## src/verilog/mcid_defines.vh

```
// register indices, field masks and fixed codes for the capability identification rom
`ifndef MCID_DEFINES_VH
`define MCID_DEFINES_VH
`define MCID_IDX_BASE_FIRST 8'h80
`define MCID_IDX_MAX_CASE_TEMP 8'hbe
`define MCID_IDX_BASE_CHECK 8'hbf
`define MCID_IDX_ETH_COMPLIANCE 8'hc0
`define MCID_IDX_OPT_POLARITY 8'hc1
`define MCID_IDX_OPT_CDR 8'hc2
`define MCID_IDX_OPT_PAGES 8'hc3
`define MCID_IDX_SERIAL_FIRST 8'hc4
`define MCID_IDX_SERIAL_LAST 8'hd3
`define MCID_IDX_DATE_FIRST 8'hd4
`define MCID_IDX_DATE_LAST 8'hdb
`define MCID_IDX_DIAG_TYPE 8'hdc
`define MCID_IDX_ENH_OPTIONS 8'hdd
`define MCID_IDX_BIT_RATE 8'hde
`define MCID_IDX_EXT_CHECK 8'hdf
`define MCID_IDX_EXT_FIRST 8'hc0
`define MCID_IDX_VENDOR_FIRST 8'he0
`define MCID_MASK_OPT_POLARITY 8'h3f
`define MCID_MASK_DIAG_TYPE 8'h7f
`define MCID_MASK_ENH_OPTIONS 8'hbf
`define MCID_ETH_LAST_DEFINED 8'h08
`define MCID_ETH_UNSPECIFIED 8'h00
`define MCID_ASCII_SPACE 8'h20
`define MCID_DEFAULT_CASE_TEMP 8'h46
`define MCID_SERIAL_LEN 16
`define MCID_VENDOR_LEN 32
`endif

```

## src/verilog/mcid_capability_rom.v

```verilog
// read-only capability and identification byte region behind an apb slave
`timescale 1ns/1ps
// Behaviour
// - max case temperature byte, unsigned whole degrees, default 70
// - base check byte is low eight bits of sum of bytes 128..190
// - extended check byte is low bits of sum over bytes 192..222 plus FOLLOW_BYTE
// - byte 192 ethernet code; 01..08 defined, 09..ff reserved
// - byte 193 bits 7..6 reserved, bits 5..0 polarity/equalization/los options
// - byte 194 bits 7..0 cdr bypass, lol, squelch and output disable options
// - byte 195 page, rate select, tx disable, fault, los, rx squelch bits
// - byte 195 bit 2: 1 squelch lowers average power, 0 lowers modulation amplitude
// - serial field 16 ascii characters, left aligned, space padded on right
// - cable ends share serial, differ by -A/-B; octopus -C.., separable -T
// - date code: year, month, day, lot code, two ascii bytes each
// - byte 220 bit 7 reserved, temperature and per-channel monitor flags
// - byte 220 bit 3: 0 modulation amplitude, 1 average receive power
// - byte 221 bit 7 3.3 volt monitor, bit 6 reserved, bits 5..2 options
// - byte 221 bits 1..0 bit rate scale 250, 500, 1000 Mb/s, 2 Gb/s
// - byte 222 nominal per-channel bit rate in scale units
// - vendor specific area holds read-only vendor content
`include "mcid_defines.vh"

module mcid_capability_rom #(
	parameter ADDR_W = 12,
	parameter [7:0] MAX_CASE_TEMP = `MCID_DEFAULT_CASE_TEMP,
	parameter [7:0] LOWER_BYTES_SUM = 8'h00,
	parameter [7:0] ETH_COMPLIANCE = 8'h02,
	parameter [7:0] OPT_POLARITY = 8'h00,
	parameter [7:0] OPT_CDR = 8'h00,
	parameter [7:0] OPT_PAGES = 8'h00,
	parameter [127:0] SERIAL = "UNIT0001-A",
	parameter [63:0] DATE_CODE = "000101  ",
	parameter [7:0] DIAG_TYPE = 8'h00,
	parameter [7:0] ENH_OPTIONS = 8'h00,
	parameter [7:0] BIT_RATE = 8'h00,
	parameter [7:0] FOLLOW_BYTE = 8'h00,
	parameter [255:0] VENDOR_AREA = 256'h0
) (
	// clock and reset
	input wire pclk,
	input wire presetn,
	// apb slave
	input wire psel,
	input wire penable,
	input wire pwrite,
	input wire [ADDR_W-1:0] paddr,
	input wire [31:0] pwdata,
	input wire [3:0] pstrb,
	output reg [31:0] prdata,
	output reg pready,
	output reg pslverr
);

	// left aligned ascii: trailing nul characters become spaces
	function [127:0] pad_serial;
		input [127:0] raw;
		integer i;
		reg tail;
		begin
			pad_serial = raw;
			tail = 1'b1;
			// the string literal is right aligned in the vector, so shift out leading nul bytes first
			for (i = 0; i < `MCID_SERIAL_LEN; i = i + 1) begin
				if (pad_serial[127:120] == 8'h00 && pad_serial != 128'h0)
					pad_serial = {pad_serial[119:0], 8'h00};
			end
			for (i = 0; i < `MCID_SERIAL_LEN; i = i + 1) begin
				if (tail && pad_serial[i*8 +: 8] == 8'h00)
					pad_serial[i*8 +: 8] = `MCID_ASCII_SPACE;
				else
					tail = 1'b0;
			end
		end
	endfunction

	// reserved compliance codes are reported as unspecified
	function [7:0] clean_compliance;
		input [7:0] code;
		begin
			if (code > `MCID_ETH_LAST_DEFINED)
				clean_compliance = `MCID_ETH_UNSPECIFIED;
			else
				clean_compliance = code;
		end
	endfunction

	localparam [127:0] SERIAL_PADDED = pad_serial(SERIAL);
	localparam [7:0] ETH_CODE = clean_compliance(ETH_COMPLIANCE);

	// stored content byte, check codes excluded; first character sits at the lowest index
	function [7:0] content_byte;
		input [7:0] idx;
		reg [7:0] off;
		begin
			content_byte = 8'h00;
			off = 8'h00;
			if (idx == `MCID_IDX_MAX_CASE_TEMP)
				content_byte = MAX_CASE_TEMP;
			else if (idx == `MCID_IDX_ETH_COMPLIANCE)
				content_byte = ETH_CODE;
			else if (idx == `MCID_IDX_OPT_POLARITY)
				content_byte = OPT_POLARITY & `MCID_MASK_OPT_POLARITY;
			else if (idx == `MCID_IDX_OPT_CDR)
				content_byte = OPT_CDR;
			else if (idx == `MCID_IDX_OPT_PAGES)
				content_byte = OPT_PAGES;
			else if (idx >= `MCID_IDX_SERIAL_FIRST && idx <= `MCID_IDX_SERIAL_LAST) begin
				off = idx - `MCID_IDX_SERIAL_FIRST;
				content_byte = SERIAL_PADDED[(15 - off[3:0])*8 +: 8];
			end else if (idx >= `MCID_IDX_DATE_FIRST && idx <= `MCID_IDX_DATE_LAST) begin
				off = idx - `MCID_IDX_DATE_FIRST;
				content_byte = DATE_CODE[(7 - off[2:0])*8 +: 8];
			end else if (idx == `MCID_IDX_DIAG_TYPE)
				content_byte = DIAG_TYPE & `MCID_MASK_DIAG_TYPE;
			else if (idx == `MCID_IDX_ENH_OPTIONS)
				content_byte = ENH_OPTIONS & `MCID_MASK_ENH_OPTIONS;
			else if (idx == `MCID_IDX_BIT_RATE)
				content_byte = BIT_RATE;
			else if (idx >= `MCID_IDX_VENDOR_FIRST) begin
				off = idx - `MCID_IDX_VENDOR_FIRST;
				content_byte = VENDOR_AREA[off[4:0]*8 +: 8];
			end
		end
	endfunction

	// sum of a run of content bytes, carried in eight bits so only the low byte survives
	function [7:0] sum_range;
		input [7:0] first;
		input [7:0] last;
		integer i;
		begin
			sum_range = 8'h00;
			for (i = 128; i < 256; i = i + 1) begin
				if (i >= first && i <= last)
					sum_range = sum_range + content_byte(i[7:0]);
			end
		end
	endfunction

	// bytes 128..189 live outside this block, so their sum arrives as a parameter
	localparam [7:0] BASE_CHECK = LOWER_BYTES_SUM + MAX_CASE_TEMP;
	// the code byte cannot sum itself; it covers 192..222 plus the following byte
	localparam [7:0] EXT_CHECK = sum_range(`MCID_IDX_EXT_FIRST, `MCID_IDX_BIT_RATE) + FOLLOW_BYTE;

	wire [7:0] idx;
	wire in_range;
	wire mapped;
	reg [7:0] next_byte;

	assign idx = paddr[9:2];
	// only aligned word addresses in the lowest 1024 bytes are ours
	assign in_range = (paddr[1:0] == 2'b00) && (paddr[ADDR_W-1:10] == {(ADDR_W-10){1'b0}});
	assign mapped = in_range && (idx >= `MCID_IDX_MAX_CASE_TEMP);

	// read mux: unmapped reads give zero, check codes come from the folded constants, the rest from content
	always @* begin
		if (!mapped)
			next_byte = 8'h00;
		else if (idx == `MCID_IDX_BASE_CHECK)
			next_byte = BASE_CHECK;
		else if (idx == `MCID_IDX_EXT_CHECK)
			next_byte = EXT_CHECK;
		else
			next_byte = content_byte(idx);
	end

	// one wait-free access: answer is prepared in the setup cycle and shown in the access cycle
	always @(posedge pclk or negedge presetn) begin
		if (!presetn) begin
			prdata <= 32'h0000_0000;
			pready <= 1'b0;
			pslverr <= 1'b0;
		end else if (psel && !penable) begin
			pready <= 1'b1;
			// writes are refused with an error and never touch the contents
			pslverr <= pwrite || !mapped;
			prdata <= pwrite ? 32'h0000_0000 : {24'h00_0000, next_byte};
		end else begin
			pready <= 1'b0;
			pslverr <= 1'b0;
			prdata <= 32'h0000_0000;
		end
	end

endmodule // mcid_capability_rom

```

## config.mk

```make
export PLATFORM = sky130hd
export DESIGN_NAME = mcid_capability_rom
export DESIGN_NICKNAME = d
export VERILOG_FILES = /design/src/verilog/mcid_capability_rom.v
export VERILOG_INCLUDE_DIRS = /design/src /design/src/verilog
export SDC_FILE = /design/constraint.sdc
export NUM_CORES = 1
export LEC_CHECK = 0
export ABC_AREA = 1
export BUFFER_PORTS_ARGS = -buffer_cell sky130_fd_sc_hd__buf_2
export CORE_ASPECT_RATIO = 1.5
export CORE_MARGIN = 3
export CORE_UTILIZATION = 36
export CTS_CLUSTER_SIZE = 16
export DETAILED_ROUTE_END_ITERATION = 10
export GPL_ROUTABILITY_DRIVEN = 0
export PLACE_DENSITY = 0.77
export SLEW_MARGIN = 10
export SYNTH_ARGS = -nofsm -noshare
export SYNTH_HDL_FRONTEND = slang
export SYNTH_SLANG_ARGS = --single-unit
export TNS_END_PERCENT = 100
```

## constraint.sdc

```tcl
create_clock -name pclk -period 0.8 [get_ports pclk]
set_input_delay 0.12 -clock pclk [delete_from_list [all_inputs] [get_ports pclk]]
set_output_delay 0.12 -clock pclk [all_outputs]
set_load 0.005 [all_outputs]
```

==> impl_results.rst, run 1 <==
.. list-table::
   :header-rows: 1

   * - Metric
     - Value
   * - Startpoint of the most critical hold path
     - penable
   * - Most instantiated cells after synthesis
     - 40 x sky130_fd_sc_hd__nand2_1, 25 x sky130_fd_sc_hd__buf_4, 18 x sky130_fd_sc_hd__inv_1, 17 x sky130_fd_sc_hd__nand3_1, 16 x sky130_fd_sc_hd__nor2_1
   * - Count of inserted antenna diode cells
     - 0
   * - Clock transition at path regs
     - around 40 ps
   * - Unrepaired setup endpoints after global routing
     - yes
   * - Critical path peak fanout
     - 5
   * - Internal power component
     - ~1.1 mW
   * - Initial core utilization
     - 0.382
   * - Antenna violations before repair
     - 0
   * - Slack of the critical path
     - -277 ps
   * - Share of synthesized flip-flops with an asynchronous set or reset
     - 1.00
   * - Count of different cell masters after synthesis
     - 24
   * - Fraction of the yosys area taken by sequential cells
     - 0.223
   * - Number of standard-cell rows in the floorplan
     - 24
   * - Dominant cells by area after synthesis
     - sky130_fd_sc_hd__dfrtp_1 22%, sky130_fd_sc_hd__buf_4 17%, sky130_fd_sc_hd__nand2_1 13%, sky130_fd_sc_hd__ha_1 12%, sky130_fd_sc_hd__nand3_1 7.6%
   * - Post-route DRC violation count
     - 0
   * - Number of instances in the synthesized netlist
     - roughly 170
   * - Category of the worst setup path capture point
     - flop
   * - Most common cell type on the critical path
     - sky130_fd_sc_hd__nand2_2
   * - Total non-filler cell area in the finished layout
     - approximately 1900 µm²
   * - Placeable Area
     - ~2900 µm²
   * - Fraction of the mapped netlist area in compound gates
     - 0.0846
   * - Period utilisation layout
     - 1.35
   * - Max VDD drop
     - around 0.7 mV
   * - Sum of routed wire length over all layers
     - 3210 µm
   * - Top cell type by total area after synthesis
     - sky130_fd_sc_hd__dfrtp_1
   * - Fraction of final layout cells with drive strength greater than 1
     - 0.579
   * - Max-cap violations
     - 0
   * - Simple-Gate Fraction of Synth Area
     - 0.330
   * - Launch point of the critical path
     - paddr[5]
   * - Antenna violation net count after detailed routing
     - 0
   * - Portion of total power attributed to sequential cells
     - 0.307
   * - Number of optimization iterations in the first detailed-route pass
     - 4
   * - Fraction of synthesized cell area taken by the top area cell type
     - 0.223
   * - #FFs+latches synth
     - 10
   * - Count of flip-flops with a built-in enable after synthesis
     - 0
   * - Violated checks
     - setup timing
   * - Hold Worst Slack
     - 226 ps
   * - Number of design-rule violations left by the first detailed-router iteration
     - 30
   * - Final setup violation count
     - 19
   * - Min Clock Period, post-route
     - about 1100 ps
   * - Maximum number of buffers from clock root to sink
     - 2
   * - Number of levels the H-tree was split into
     - 1
   * - Wire per inst
     - 12.3 µm
   * - Netlist area before placement
     - approximately 1100 µm²
   * - Cell-by-cell trace of the critical path
     - buf_8 > inv_6 > ha_4 > nand2_2 > inv_2 > nand3_4 > nand2_2 > nand2_4 > o21ai_2 > nand2_1 > a21oi_2
   * - Largest net degree at the start of global routing
     - 11
   * - Fraction of power spent switching nets
     - 0.320
   * - Total Routing Usage GR
     - 0.154
   * - Outcome
     - finished with violations
   * - Portion of total power attributed to the clock network
     - 0.291
   * - Arrival time at the worst endpoint
     - 1230 ps
   * - Die outline area
     - slightly below 4000 µm²
   * - Die height
     - between 70 and 80 µm
   * - Endpoints failing hold
     - 0
   * - Via count of the first global-routing pass
     - ~1,200
   * - Pwr per Cell Area
     - between 800 and 900 nW/µm²
   * - Proportion of synthesized area in mux cells
     - 0
   * - Synth warn
     - 0
   * - Net count reported at finish
     - between 200 and 300
   * - Layout overhead on the synthesized area
     - 67.3%
   * - Slowest stage cell, crit path
     - sky130_fd_sc_hd__ha_4
   * - Hold WC Path Type
     - input port to flop
   * - First-pass GRT wire length
     - about 4500 µm
   * - I/O pin count
     - 87
   * - Clock Root Buffer
     - sky130_fd_sc_hd__clkbuf_8
   * - Portion of total power attributed to combinational logic
     - 0.402
   * - Horizontal die dimension
     - around 52 µm
   * - Post-synthesis average cell area
     - 6.69 µm²
   * - CP Data Required Time
     - roughly 960 ps
   * - Delay of the slowest cell on the worst path
     - around 150 ps
   * - Synthesized-area fraction occupied by xor and xnor cells
     - 0
   * - Switching pwr
     - around 540 µW
   * - Type of the setup path with the least slack
     - input port to flop
   * - Share of synthesized cell area in full adder, half adder and majority cells
     - 0.122
   * - Number of buffers inserted during clock tree synthesis
     - 3
   * - Half-perimeter wire length after detailed placement
     - between 2000 and 2500 µm
   * - Leakage dissipation
     - approximately 0.93 nW
   * - CTS Sinks
     - 10
   * - Detailed-route via count
     - 1,239
   * - Top flip-flop cell by instance count after synthesis
     - sky130_fd_sc_hd__dfrtp_1
   * - IO buf count
     - 26
   * - Share of the core filled with cells
     - 0.639
   * - Total global routing overflow
     - 0
   * - Final Slew Violations
     - 0
   * - CTS tree
     - built
   * - Startpoint type of the worst setup path
     - input port
   * - Library cell with the highest instance count after synthesis
     - sky130_fd_sc_hd__nand2_1
   * - Vias per std cell
     - 4.77
   * - Achievable Freq
     - between 0.9 and 1 GHz
   * - Largest family of logic cells by synthesized area
     - simple AND/OR/NAND/NOR gates
   * - Placed instance area
     - roughly 1400 µm²
   * - Number of filler instances in the final layout
     - around 260
[placed cells by master, fill, tap and decap left out, types with 2 or more instances in the layout]
cell / instances
sky130_fd_sc_hd__inv_4: 2
sky130_fd_sc_hd__buf_6: 5
sky130_fd_sc_hd__buf_2: 19
sky130_fd_sc_hd__a21oi_2: 4
sky130_fd_sc_hd__nand2_2: 13
sky130_fd_sc_hd__ha_4: 6
sky130_fd_sc_hd__o21ai_2: 2
sky130_fd_sc_hd__nor2_2: 5
sky130_fd_sc_hd__conb_1: 24
sky130_fd_sc_hd__nand2_4: 3
sky130_fd_sc_hd__dfrtp_1: 10
sky130_fd_sc_hd__o21ai_1: 2
sky130_fd_sc_hd__nand3_1: 3
sky130_fd_sc_hd__inv_2: 6
sky130_fd_sc_hd__o21ai_0: 4
sky130_fd_sc_hd__buf_8: 2
sky130_fd_sc_hd__nand3_4: 2
sky130_fd_sc_hd__buf_4: 23
sky130_fd_sc_hd__inv_6: 3
sky130_fd_sc_hd__nand2_1: 26
sky130_fd_sc_hd__inv_1: 8
sky130_fd_sc_hd__clkbuf_8: 3
sky130_fd_sc_hd__nor2_4: 4
sky130_fd_sc_hd__nor3_4: 2
sky130_fd_sc_hd__buf_12: 2
sky130_fd_sc_hd__ha_1: 3
sky130_fd_sc_hd__nor2_1: 8
sky130_fd_sc_hd__ha_2: 2
sky130_fd_sc_hd__nand3_2: 13
[per-layer routing]
metal | vias up | track usage | wire length [µm]
met3 | 20 | 0.0261 | 221
met1 | 562 | 0.130 | 959
li1 | 588 | - | -
met5 | - | 0 | 0
met2 | 69 | 0.312 | 1830
met4 | 0 | 0.108 | 201
[metrics by stage]
stage / worst slack, ps / TNS (ps) / power (mW) / cells
5_1_grt: -342 / -2510 / 1.77 / 260
2_1_floorplan: -346 / -2140 / 0.853 / 191
3_3_place_gp: -586 / -4510 / 0.936 / 251
6_report: -277 / -1670 / 1.68 / 260
3_5_place_dp: -584 / -4660 / 0.939 / 251
4_1_cts: -173 / -1290 / 1.60 / 259
[power groups by stage]
| stage | clock [mW] | combinational, mW | sequential (mW) |
|---|---|---|---|
| floorplan | 0 | 0.331 | 0.523 |
| global placement | 0 | 0.415 | 0.521 |
| detailed placement | 0 | 0.417 | 0.521 |
| CTS | 0.498 | 0.584 | 0.514 |
| global route | 0.530 | 0.729 | 0.514 |
| finish | 0.489 | 0.674 | 0.514 |
[cell type report]
class	instances	area [µm²]	area share
clock buffer	3	41.3	0.0220
inverter	21	106	0.0566
multi-input combinational	135	1030	0.547
sequential	10	250	0.133
tap	39	48.8	0.0260
timing repair buffer	52	404	0.215
[critical path, delay by kind of cell]
kind	cells	cell delay [ps]
compound gates	2	280
simple gates	5	420
fa+ha+maj	1	150
buf+inv	3	250
[final timing paths]
path	to	slack (ps)	depth (start not counted)
worst max-delay path	prdata[2]	-280	11
worst min-delay path	prdata[7]	230	4
max in group asynchronous	pslverr	340	2
min in group asynchronous	prdata[7]	280	2
[kinds of logic after synthesis]
group	after synthesis
flops	10
buf+inv	46
simple gates	83
fa+ha+maj	11
compound gates	17
other cells	1
[flip-flops by register name, indices dropped and copies added, names as in the netlist]
register	flops
pslverr	1
pready	1
prdata	8
[what timing repair did]
action                     4_1_cts  5_1_grt
hold buffers                     1        0
hold endpoints to repair        10        0
setup endpoints to repair       19       19
setup buffers                    4        1
gates resized for setup         75       29
pin swaps                       27       24
Power figures use the tool's default switching activity.
==> run 2: changes to the inputs <==
==> constraint.sdc (replaced) <==
create_clock -name pclk -period 0.8 [get_ports pclk]
set_input_delay 0 -clock pclk [delete_from_list [all_inputs] [get_ports pclk]]
set_output_delay 0 -clock pclk [all_outputs]
set_load 0.005 [all_outputs]
==> impl_results.rst, run 2 (synthesis gave the netlist of run 1 again) <==
.. list-table::
   :header-rows: 1

   * - Metric
     - Value
   * - Die height
     - 74.4 µm (unchanged)
   * - Detailed-route via count
     - 1,221 (-1.5%)
   * - Hold Worst Slack
     - -6.39 ps (-232 ps)
   * - Placed instance area
     - 1390 µm² (-1.1%)
   * - Fraction of final layout cells with drive strength greater than 1
     - 0.555 (-0.0246)
   * - Die outline area
     - 3840 µm² (unchanged)
   * - Layout overhead on the synthesized area
     - 68.3%
   * - Switching pwr
     - 551 µW (+2.7%)
   * - Final setup violation count
     - 8 (-11)
   * - Startpoint type of the worst setup path
     - input port
   * - Max VDD drop
     - 0.597 mV (-15%)
   * - I/O pin count
     - 87 (unchanged)
   * - Maximum number of buffers from clock root to sink
     - 2 (unchanged)
   * - Max-cap violations
     - 0 (unchanged)
   * - Horizontal die dimension
     - 51.6 µm (unchanged)
   * - Via count of the first global-routing pass
     - 1,123 (-3.2%)
   * - Internal power component
     - 1.14 mW (-0.28%)
   * - Antenna violations before repair
     - 0 (unchanged)
   * - Achievable Freq
     - 0.978 GHz (+5.3%)
   * - Leakage dissipation
     - 0.931 nW (-0.12%)
   * - Number of buffers inserted during clock tree synthesis
     - 3 (unchanged)
   * - Category of the worst setup path capture point
     - flop
   * - Number of filler instances in the final layout
     - 261 (+2.4%)
   * - Placeable Area
     - 2940 µm² (unchanged)
   * - Pwr per Cell Area
     - 893 nW/µm² (about the same)
   * - Count of inserted antenna diode cells
     - 0 (unchanged)
   * - Clock transition at path regs
     - 40 ps (about the same)
   * - Initial core utilization
     - 0.382 (unchanged)
   * - Antenna violation net count after detailed routing
     - 0 (unchanged)
   * - Number of levels the H-tree was split into
     - 1 (unchanged)
   * - Vias per std cell
     - 4.71 (-1.1%)
   * - Total Routing Usage GR
     - 0.158 (+0.00342)
   * - Number of design-rule violations left by the first detailed-router iteration
     - 36 (+20%)
   * - Endpoints failing hold
     - 1 (+1)
   * - CTS Sinks
     - 10 (unchanged)
   * - Number of optimization iterations in the first detailed-route pass
     - 4 (unchanged)
   * - Sum of routed wire length over all layers
     - 3320 µm (+3.6%)
   * - Hold WC Path Type
     - input port to flop
   * - Total global routing overflow
     - 0 (unchanged)
   * - Largest registers
     - prdata (8), pready (1), pslverr (1)
   * - Final Slew Violations
     - 0 (unchanged)
   * - Total non-filler cell area in the finished layout
     - 1890 µm² (+0.60%)
   * - Unrepaired setup endpoints after global routing
     - yes
   * - Number of flip-flops under the largest register name
     - 8 (unchanged)
   * - Min Clock Period, post-route
     - 1020 ps (-54.7 ps)
   * - Slack of the critical path
     - -223 ps (+54.7 ps)
   * - Wire per inst
     - 12.8 µm (+4.0%)
   * - CTS tree
     - built
   * - Most frequent cells in the layout
     - 24 x sky130_fd_sc_hd__nand2_1, 24 x sky130_fd_sc_hd__conb_1, 22 x sky130_fd_sc_hd__buf_4, 21 x sky130_fd_sc_hd__buf_2, 11 x sky130_fd_sc_hd__nand2_2
   * - Net count reported at finish
     - 286 (-0.35%)
   * - Type of the setup path with the least slack
     - input port to flop
   * - Register name with the most flops
     - prdata
   * - Outcome
     - finished with violations
   * - Arrival time at the worst endpoint
     - 1190 ps (-40 ps)
   * - Portion of total power attributed to the clock network
     - 0.297 (+0.006)
   * - Period utilisation layout
     - 1.28 (-0.0683)
   * - Fraction of power spent switching nets
     - 0.326 (+0.00653)
   * - Half-perimeter wire length after detailed placement
     - 2070 µm (+0.47%)
   * - Portion of total power attributed to sequential cells
     - 0.304 (-0.003)
   * - Clock Root Buffer
     - sky130_fd_sc_hd__clkbuf_8
   * - Placed cell count
     - 249 (-0.80%)
   * - First-pass GRT wire length
     - 4570 µm (+0.90%)
   * - Post-route DRC violation count
     - 0 (unchanged)
   * - Critical path peak fanout
     - 4 (-1)
   * - CP Data Required Time
     - 970 ps (about the same)
   * - Largest net degree at the start of global routing
     - 11 (unchanged)
   * - Number of standard cells in the layout, taps in and fillers out
     - 259 (-0.38%)
   * - Portion of total power attributed to combinational logic
     - 0.399 (-0.003)
   * - Violated checks
     - hold timing, setup timing
   * - Number of standard-cell rows in the floorplan
     - 24 (unchanged)
   * - IO buf count
     - 26 (unchanged)
==> run 2: cell types whose count changed in the layout (fill, tap and decap cells not counted), sizes merged <==
cell and delta:
buf -1, clkinv +1, inv -1
==> run 2: layout make-up <==
class | count | area [µm²] | area share
Clock buffer | 3 | 41.3 | 0.0218
Sequential cell | 10 | 250 | 0.132
Timing Repair Buffer | 51 | 398 | 0.210
Multi-Input combinational cell | 135 | 1040 | 0.549
Tap cell | 39 | 48.8 | 0.0258
Inverter | 21 | 114 | 0.0602
==> run 2: per-layer routing <==
| layer | track usage | up-vias | part of all wire |
|---|---|---|---|
| met1 | 0.131 | 554 | 0.30 |
| met4 | 0.146 | 0 | 0.075 |
| met2 | 0.307 | 62 | 0.57 |
| li1 | - | 585 | - |
| met5 | 0 | - | 0 |
| met3 | 0.0220 | 20 | 0.057 |
==> run 2: power groups by stage <==
stage | sequential [mW] | clock (mW) | combinational (mW)
after floorplan | 0.523 | 0 | 0.331
after global placement | 0.521 | 0 | 0.406
after detailed placement | 0.521 | 0 | 0.413
after CTS | 0.514 | 0.516 | 0.527
after global routing | 0.514 | 0.542 | 0.726
final | 0.514 | 0.502 | 0.673
==> run 2: critical path: stages <==
cell	delay, ps
sky130_fd_sc_hd__buf_12	100
sky130_fd_sc_hd__inv_8	40
sky130_fd_sc_hd__ha_4	300
sky130_fd_sc_hd__buf_4	130
sky130_fd_sc_hd__o21ai_0	110
sky130_fd_sc_hd__o32ai_2	140
sky130_fd_sc_hd__nand2_1	110
sky130_fd_sc_hd__o21ai_1	130
sky130_fd_sc_hd__nand2_1	70
sky130_fd_sc_hd__nand2_1	50
==> run 2: per-stage QoR <==
stage | TNS (ps) | util | total power, mW | worst slack (ps)
after floorplan | -1240 | - | 0.853 | -226
after global placement | -3370 | 0.471 | 0.927 | -447
after detailed placement | -3560 | 0.471 | 0.934 | -478
after CTS | -300 | 0.565 | 1.56 | -74.7
after global routing | -1260 | 0.642 | 1.78 | -244
final | -782 | 0.642 | 1.69 | -223
==> run 2: final timing paths <==
path / from / end / cells after the start
max: paddr[4] / prdata[0] / 10
max in group asynchronous: presetn / prdata[5] / 2
min in group asynchronous: presetn / prdata[2] / 2
min: penable / pready / 2
==> run 2: what timing repair did <==
action,4_1_cts,5_1_grt
hold buffers,1,0
setup buffers,2,4
hold endpoints to repair,11,0
resized for setup,52,52
pin swaps,18,26
setup endpoints to repair,8,9
==> run 3: changes to the inputs <==
CELL_PAD_IN_SITES_DETAIL_PLACEMENT = 1   (was not set)
CELL_PAD_IN_SITES_GLOBAL_PLACEMENT = 2   (was not set)
CORE_ASPECT_RATIO = not set   (was 1.5)
CORE_UTILIZATION = 17   (was 36)
PLACE_DENSITY = not set   (was 0.77)
PLACE_DENSITY_LB_ADDON = 0.1   (was not set)
REMOVE_ABC_BUFFERS = 1   (was not set)
==> impl_results.rst, run 3 (synthesis gave the netlist of run 1 again) <==
.. list-table::
   :header-rows: 1

   * - Metric
     - Value
   * - Hold WC Path Type
     - input port to flop
   * - Largest registers
     - prdata (8), pready (1), pslverr (1)
   * - Number of standard-cell rows in the floorplan
     - 28 (+17%)
   * - Die outline area
     - 7620 µm² (+98%)
   * - Unrepaired setup endpoints after global routing
     - yes
   * - Layout overhead on the synthesized area
     - 91.8%
   * - Net count reported at finish
     - 308 (+7.7%)
   * - Max VDD drop
     - 0.833 mV (+40%)
   * - Via count of the first global-routing pass
     - 1,451 (+29%)
   * - Hold Worst Slack
     - 92.6 ps (+99.0 ps)
   * - Type of the setup path with the least slack
     - input port to flop
   * - Max-cap violations
     - 0 (unchanged)
   * - Violated checks
     - setup timing
   * - Sum of routed wire length over all layers
     - 3830 µm (+15%)
   * - Number of buffers inserted during clock tree synthesis
     - 3 (unchanged)
   * - Antenna violation net count after detailed routing
     - 0 (unchanged)
   * - Number of levels the H-tree was split into
     - 1 (unchanged)
   * - CTS tree
     - built
   * - Setup slack after placement
     - -631 ps (-153 ps)
   * - Half-perimeter wire length after detailed placement
     - 3080 µm (+49%)
   * - Category of the worst setup path capture point
     - flop
   * - Number of optimization iterations in the first detailed-route pass
     - 2 (-2)
   * - Critical path peak fanout
     - 4 (unchanged)
   * - I/O pin count
     - 87 (unchanged)
   * - Total global routing overflow
     - 0 (unchanged)
   * - Wire per inst
     - 12.0 µm (-6.2%)
   * - Largest net degree at the start of global routing
     - 11 (unchanged)
   * - Detailed-route via count
     - 1,254 (+2.7%)
   * - Pwr per Cell Area
     - 887 nW/µm² (-0.71%)
   * - Multi-input gate area in the final layout
     - 1030 µm² (-1.1%)
   * - Outcome
     - finished with violations
   * - Placeable Area
     - 6170 µm² (+110%)
   * - First-pass GRT wire length
     - 6730 µm (+47%)
   * - Slack of the critical path
     - -160 ps (+62.9 ps)
   * - CP Data Required Time
     - 960 ps (about the same)
   * - Leakage dissipation
     - 1.05 nW (+13%)
   * - Sequential cell area
     - 250 µm² (unchanged)
   * - Die height
     - 87.3 µm (+17%)
   * - Number of flip-flops under the largest register name
     - 8 (unchanged)
   * - Most frequent cells in the layout
     - 33 x sky130_fd_sc_hd__buf_4, 24 x sky130_fd_sc_hd__conb_1, 22 x sky130_fd_sc_hd__nand2_1, 20 x sky130_fd_sc_hd__buf_2, 16 x sky130_fd_sc_hd__nand2_2
   * - Maximum number of buffers from clock root to sink
     - 2 (unchanged)
   * - Min Clock Period, post-route
     - 960 ps (-62.9 ps)
   * - Arrival time at the worst endpoint
     - 1120 ps (-70 ps)
   * - Period utilisation layout
     - 1.20 (-0.0787)
   * - Clock Root Buffer
     - sky130_fd_sc_hd__clkbuf_8
   * - Clock transition at path regs
     - 50 ps (about the same)
   * - Total Routing Usage GR
     - 0.111 (-0.0465)
   * - Horizontal die dimension
     - 87.3 µm (+69%)
   * - Final Slew Violations
     - 0 (unchanged)
   * - Initial core utilization
     - 0.182 (-0.200)
   * - Vias per std cell
     - 3.94 (-16%)
   * - Post-route DRC violation count
     - 0 (unchanged)
   * - CTS Sinks
     - 10 (unchanged)
   * - Endpoints failing hold
     - 0 (-1)
   * - Number of filler instances in the final layout
     - 754 (+190%)
   * - Number of design-rule violations left by the first detailed-router iteration
     - 6 (-83%)
   * - Overall power of the completed layout
     - 1.91 mW (+13%)
   * - Final setup violation count
     - 8 (unchanged)
   * - Register name with the most flops
     - prdata
   * - Most common cell after layout, fill and taps aside
     - sky130_fd_sc_hd__buf_4
   * - Fraction of final layout cells with drive strength greater than 1
     - 0.605 (+0.0504)
   * - Fin Setup TNS
     - -802 ps (-20.0 ps)
   * - Startpoint type of the worst setup path
     - input port
   * - IO buf count
     - 26 (unchanged)
   * - Antenna violations before repair
     - 0 (unchanged)
   * - Count of inserted antenna diode cells
     - 0 (unchanged)
   * - Achievable Freq
     - 1.04 GHz (+6.6%)
-- run 3: repair_timing --
action | CTS | global route
gates cloned | 0 | 0
buffers inserted | 12 | 2
hold endpoints to repair | 10 | 0
resized for setup | 119 | 13
setup endpoints to repair | 9 | 9
hold buffers | 1 | 0
pin swaps | 36 | 8
-- run 3: power by group --
group	switching, mW	internal, mW
registers	0.00109	0.512
clock network	0.190	0.432
logic	0.387	0.389
total	0.578	1.33
-- run 3: final timing paths --
check	slack (ps)	depth (start not counted)	from	end
min in group asynchronous	160	2	presetn	pslverr
max	-160	11	paddr[2]	prdata[1]
min	90	3	penable	pready
max in group asynchronous	450	2	presetn	prdata[7]
-- run 3: routing by layer --
metal  part of all wire  global-route usage  vias to the layer above  wire [µm]
met5                  0                   0                        -          0
met2               0.54               0.216                       43       2090
li1                   -                   -                      634          -
met4             0.0037              0.0209                        0         14
met3              0.050              0.0180                        2        193
met1               0.40               0.126                      575       1530
-- run 3: cell type report --
| cell class | instances | share of cell area |
|---|---|---|
| Inverter | 21 | 0.0494 |
| Tap cell | 75 | 0.0436 |
| Multi-Input combinational cell | 135 | 0.477 |
| Clock buffer | 4 | 0.0256 |
| Timing Repair Buffer | 73 | 0.289 |
| Sequential cell | 10 | 0.116 |
-- run 3: stage by stage --
step / cells / instance area, µm² / util
5_1_grt: 318 / 2150 / 0.349
6_report: 318 / 2150 / 0.349
3_3_place_gp: 299 / 1490 / 0.241
3_5_place_dp: 299 / 1490 / 0.241
2_1_floorplan: 166 / 1020 / -
4_1_cts: 316 / 2100 / 0.341
-- run 3: worst max-delay path, stage by stage --
cell	delay (ps)
sky130_fd_sc_hd__buf_12	110
sky130_fd_sc_hd__inv_8	60
sky130_fd_sc_hd__ha_4	150
sky130_fd_sc_hd__nand2_2	60
sky130_fd_sc_hd__nand3_2	70
sky130_fd_sc_hd__nand2_2	70
sky130_fd_sc_hd__buf_6	120
sky130_fd_sc_hd__a21oi_4	150
sky130_fd_sc_hd__buf_4	140
sky130_fd_sc_hd__nand3_2	70
sky130_fd_sc_hd__a21oi_2	130
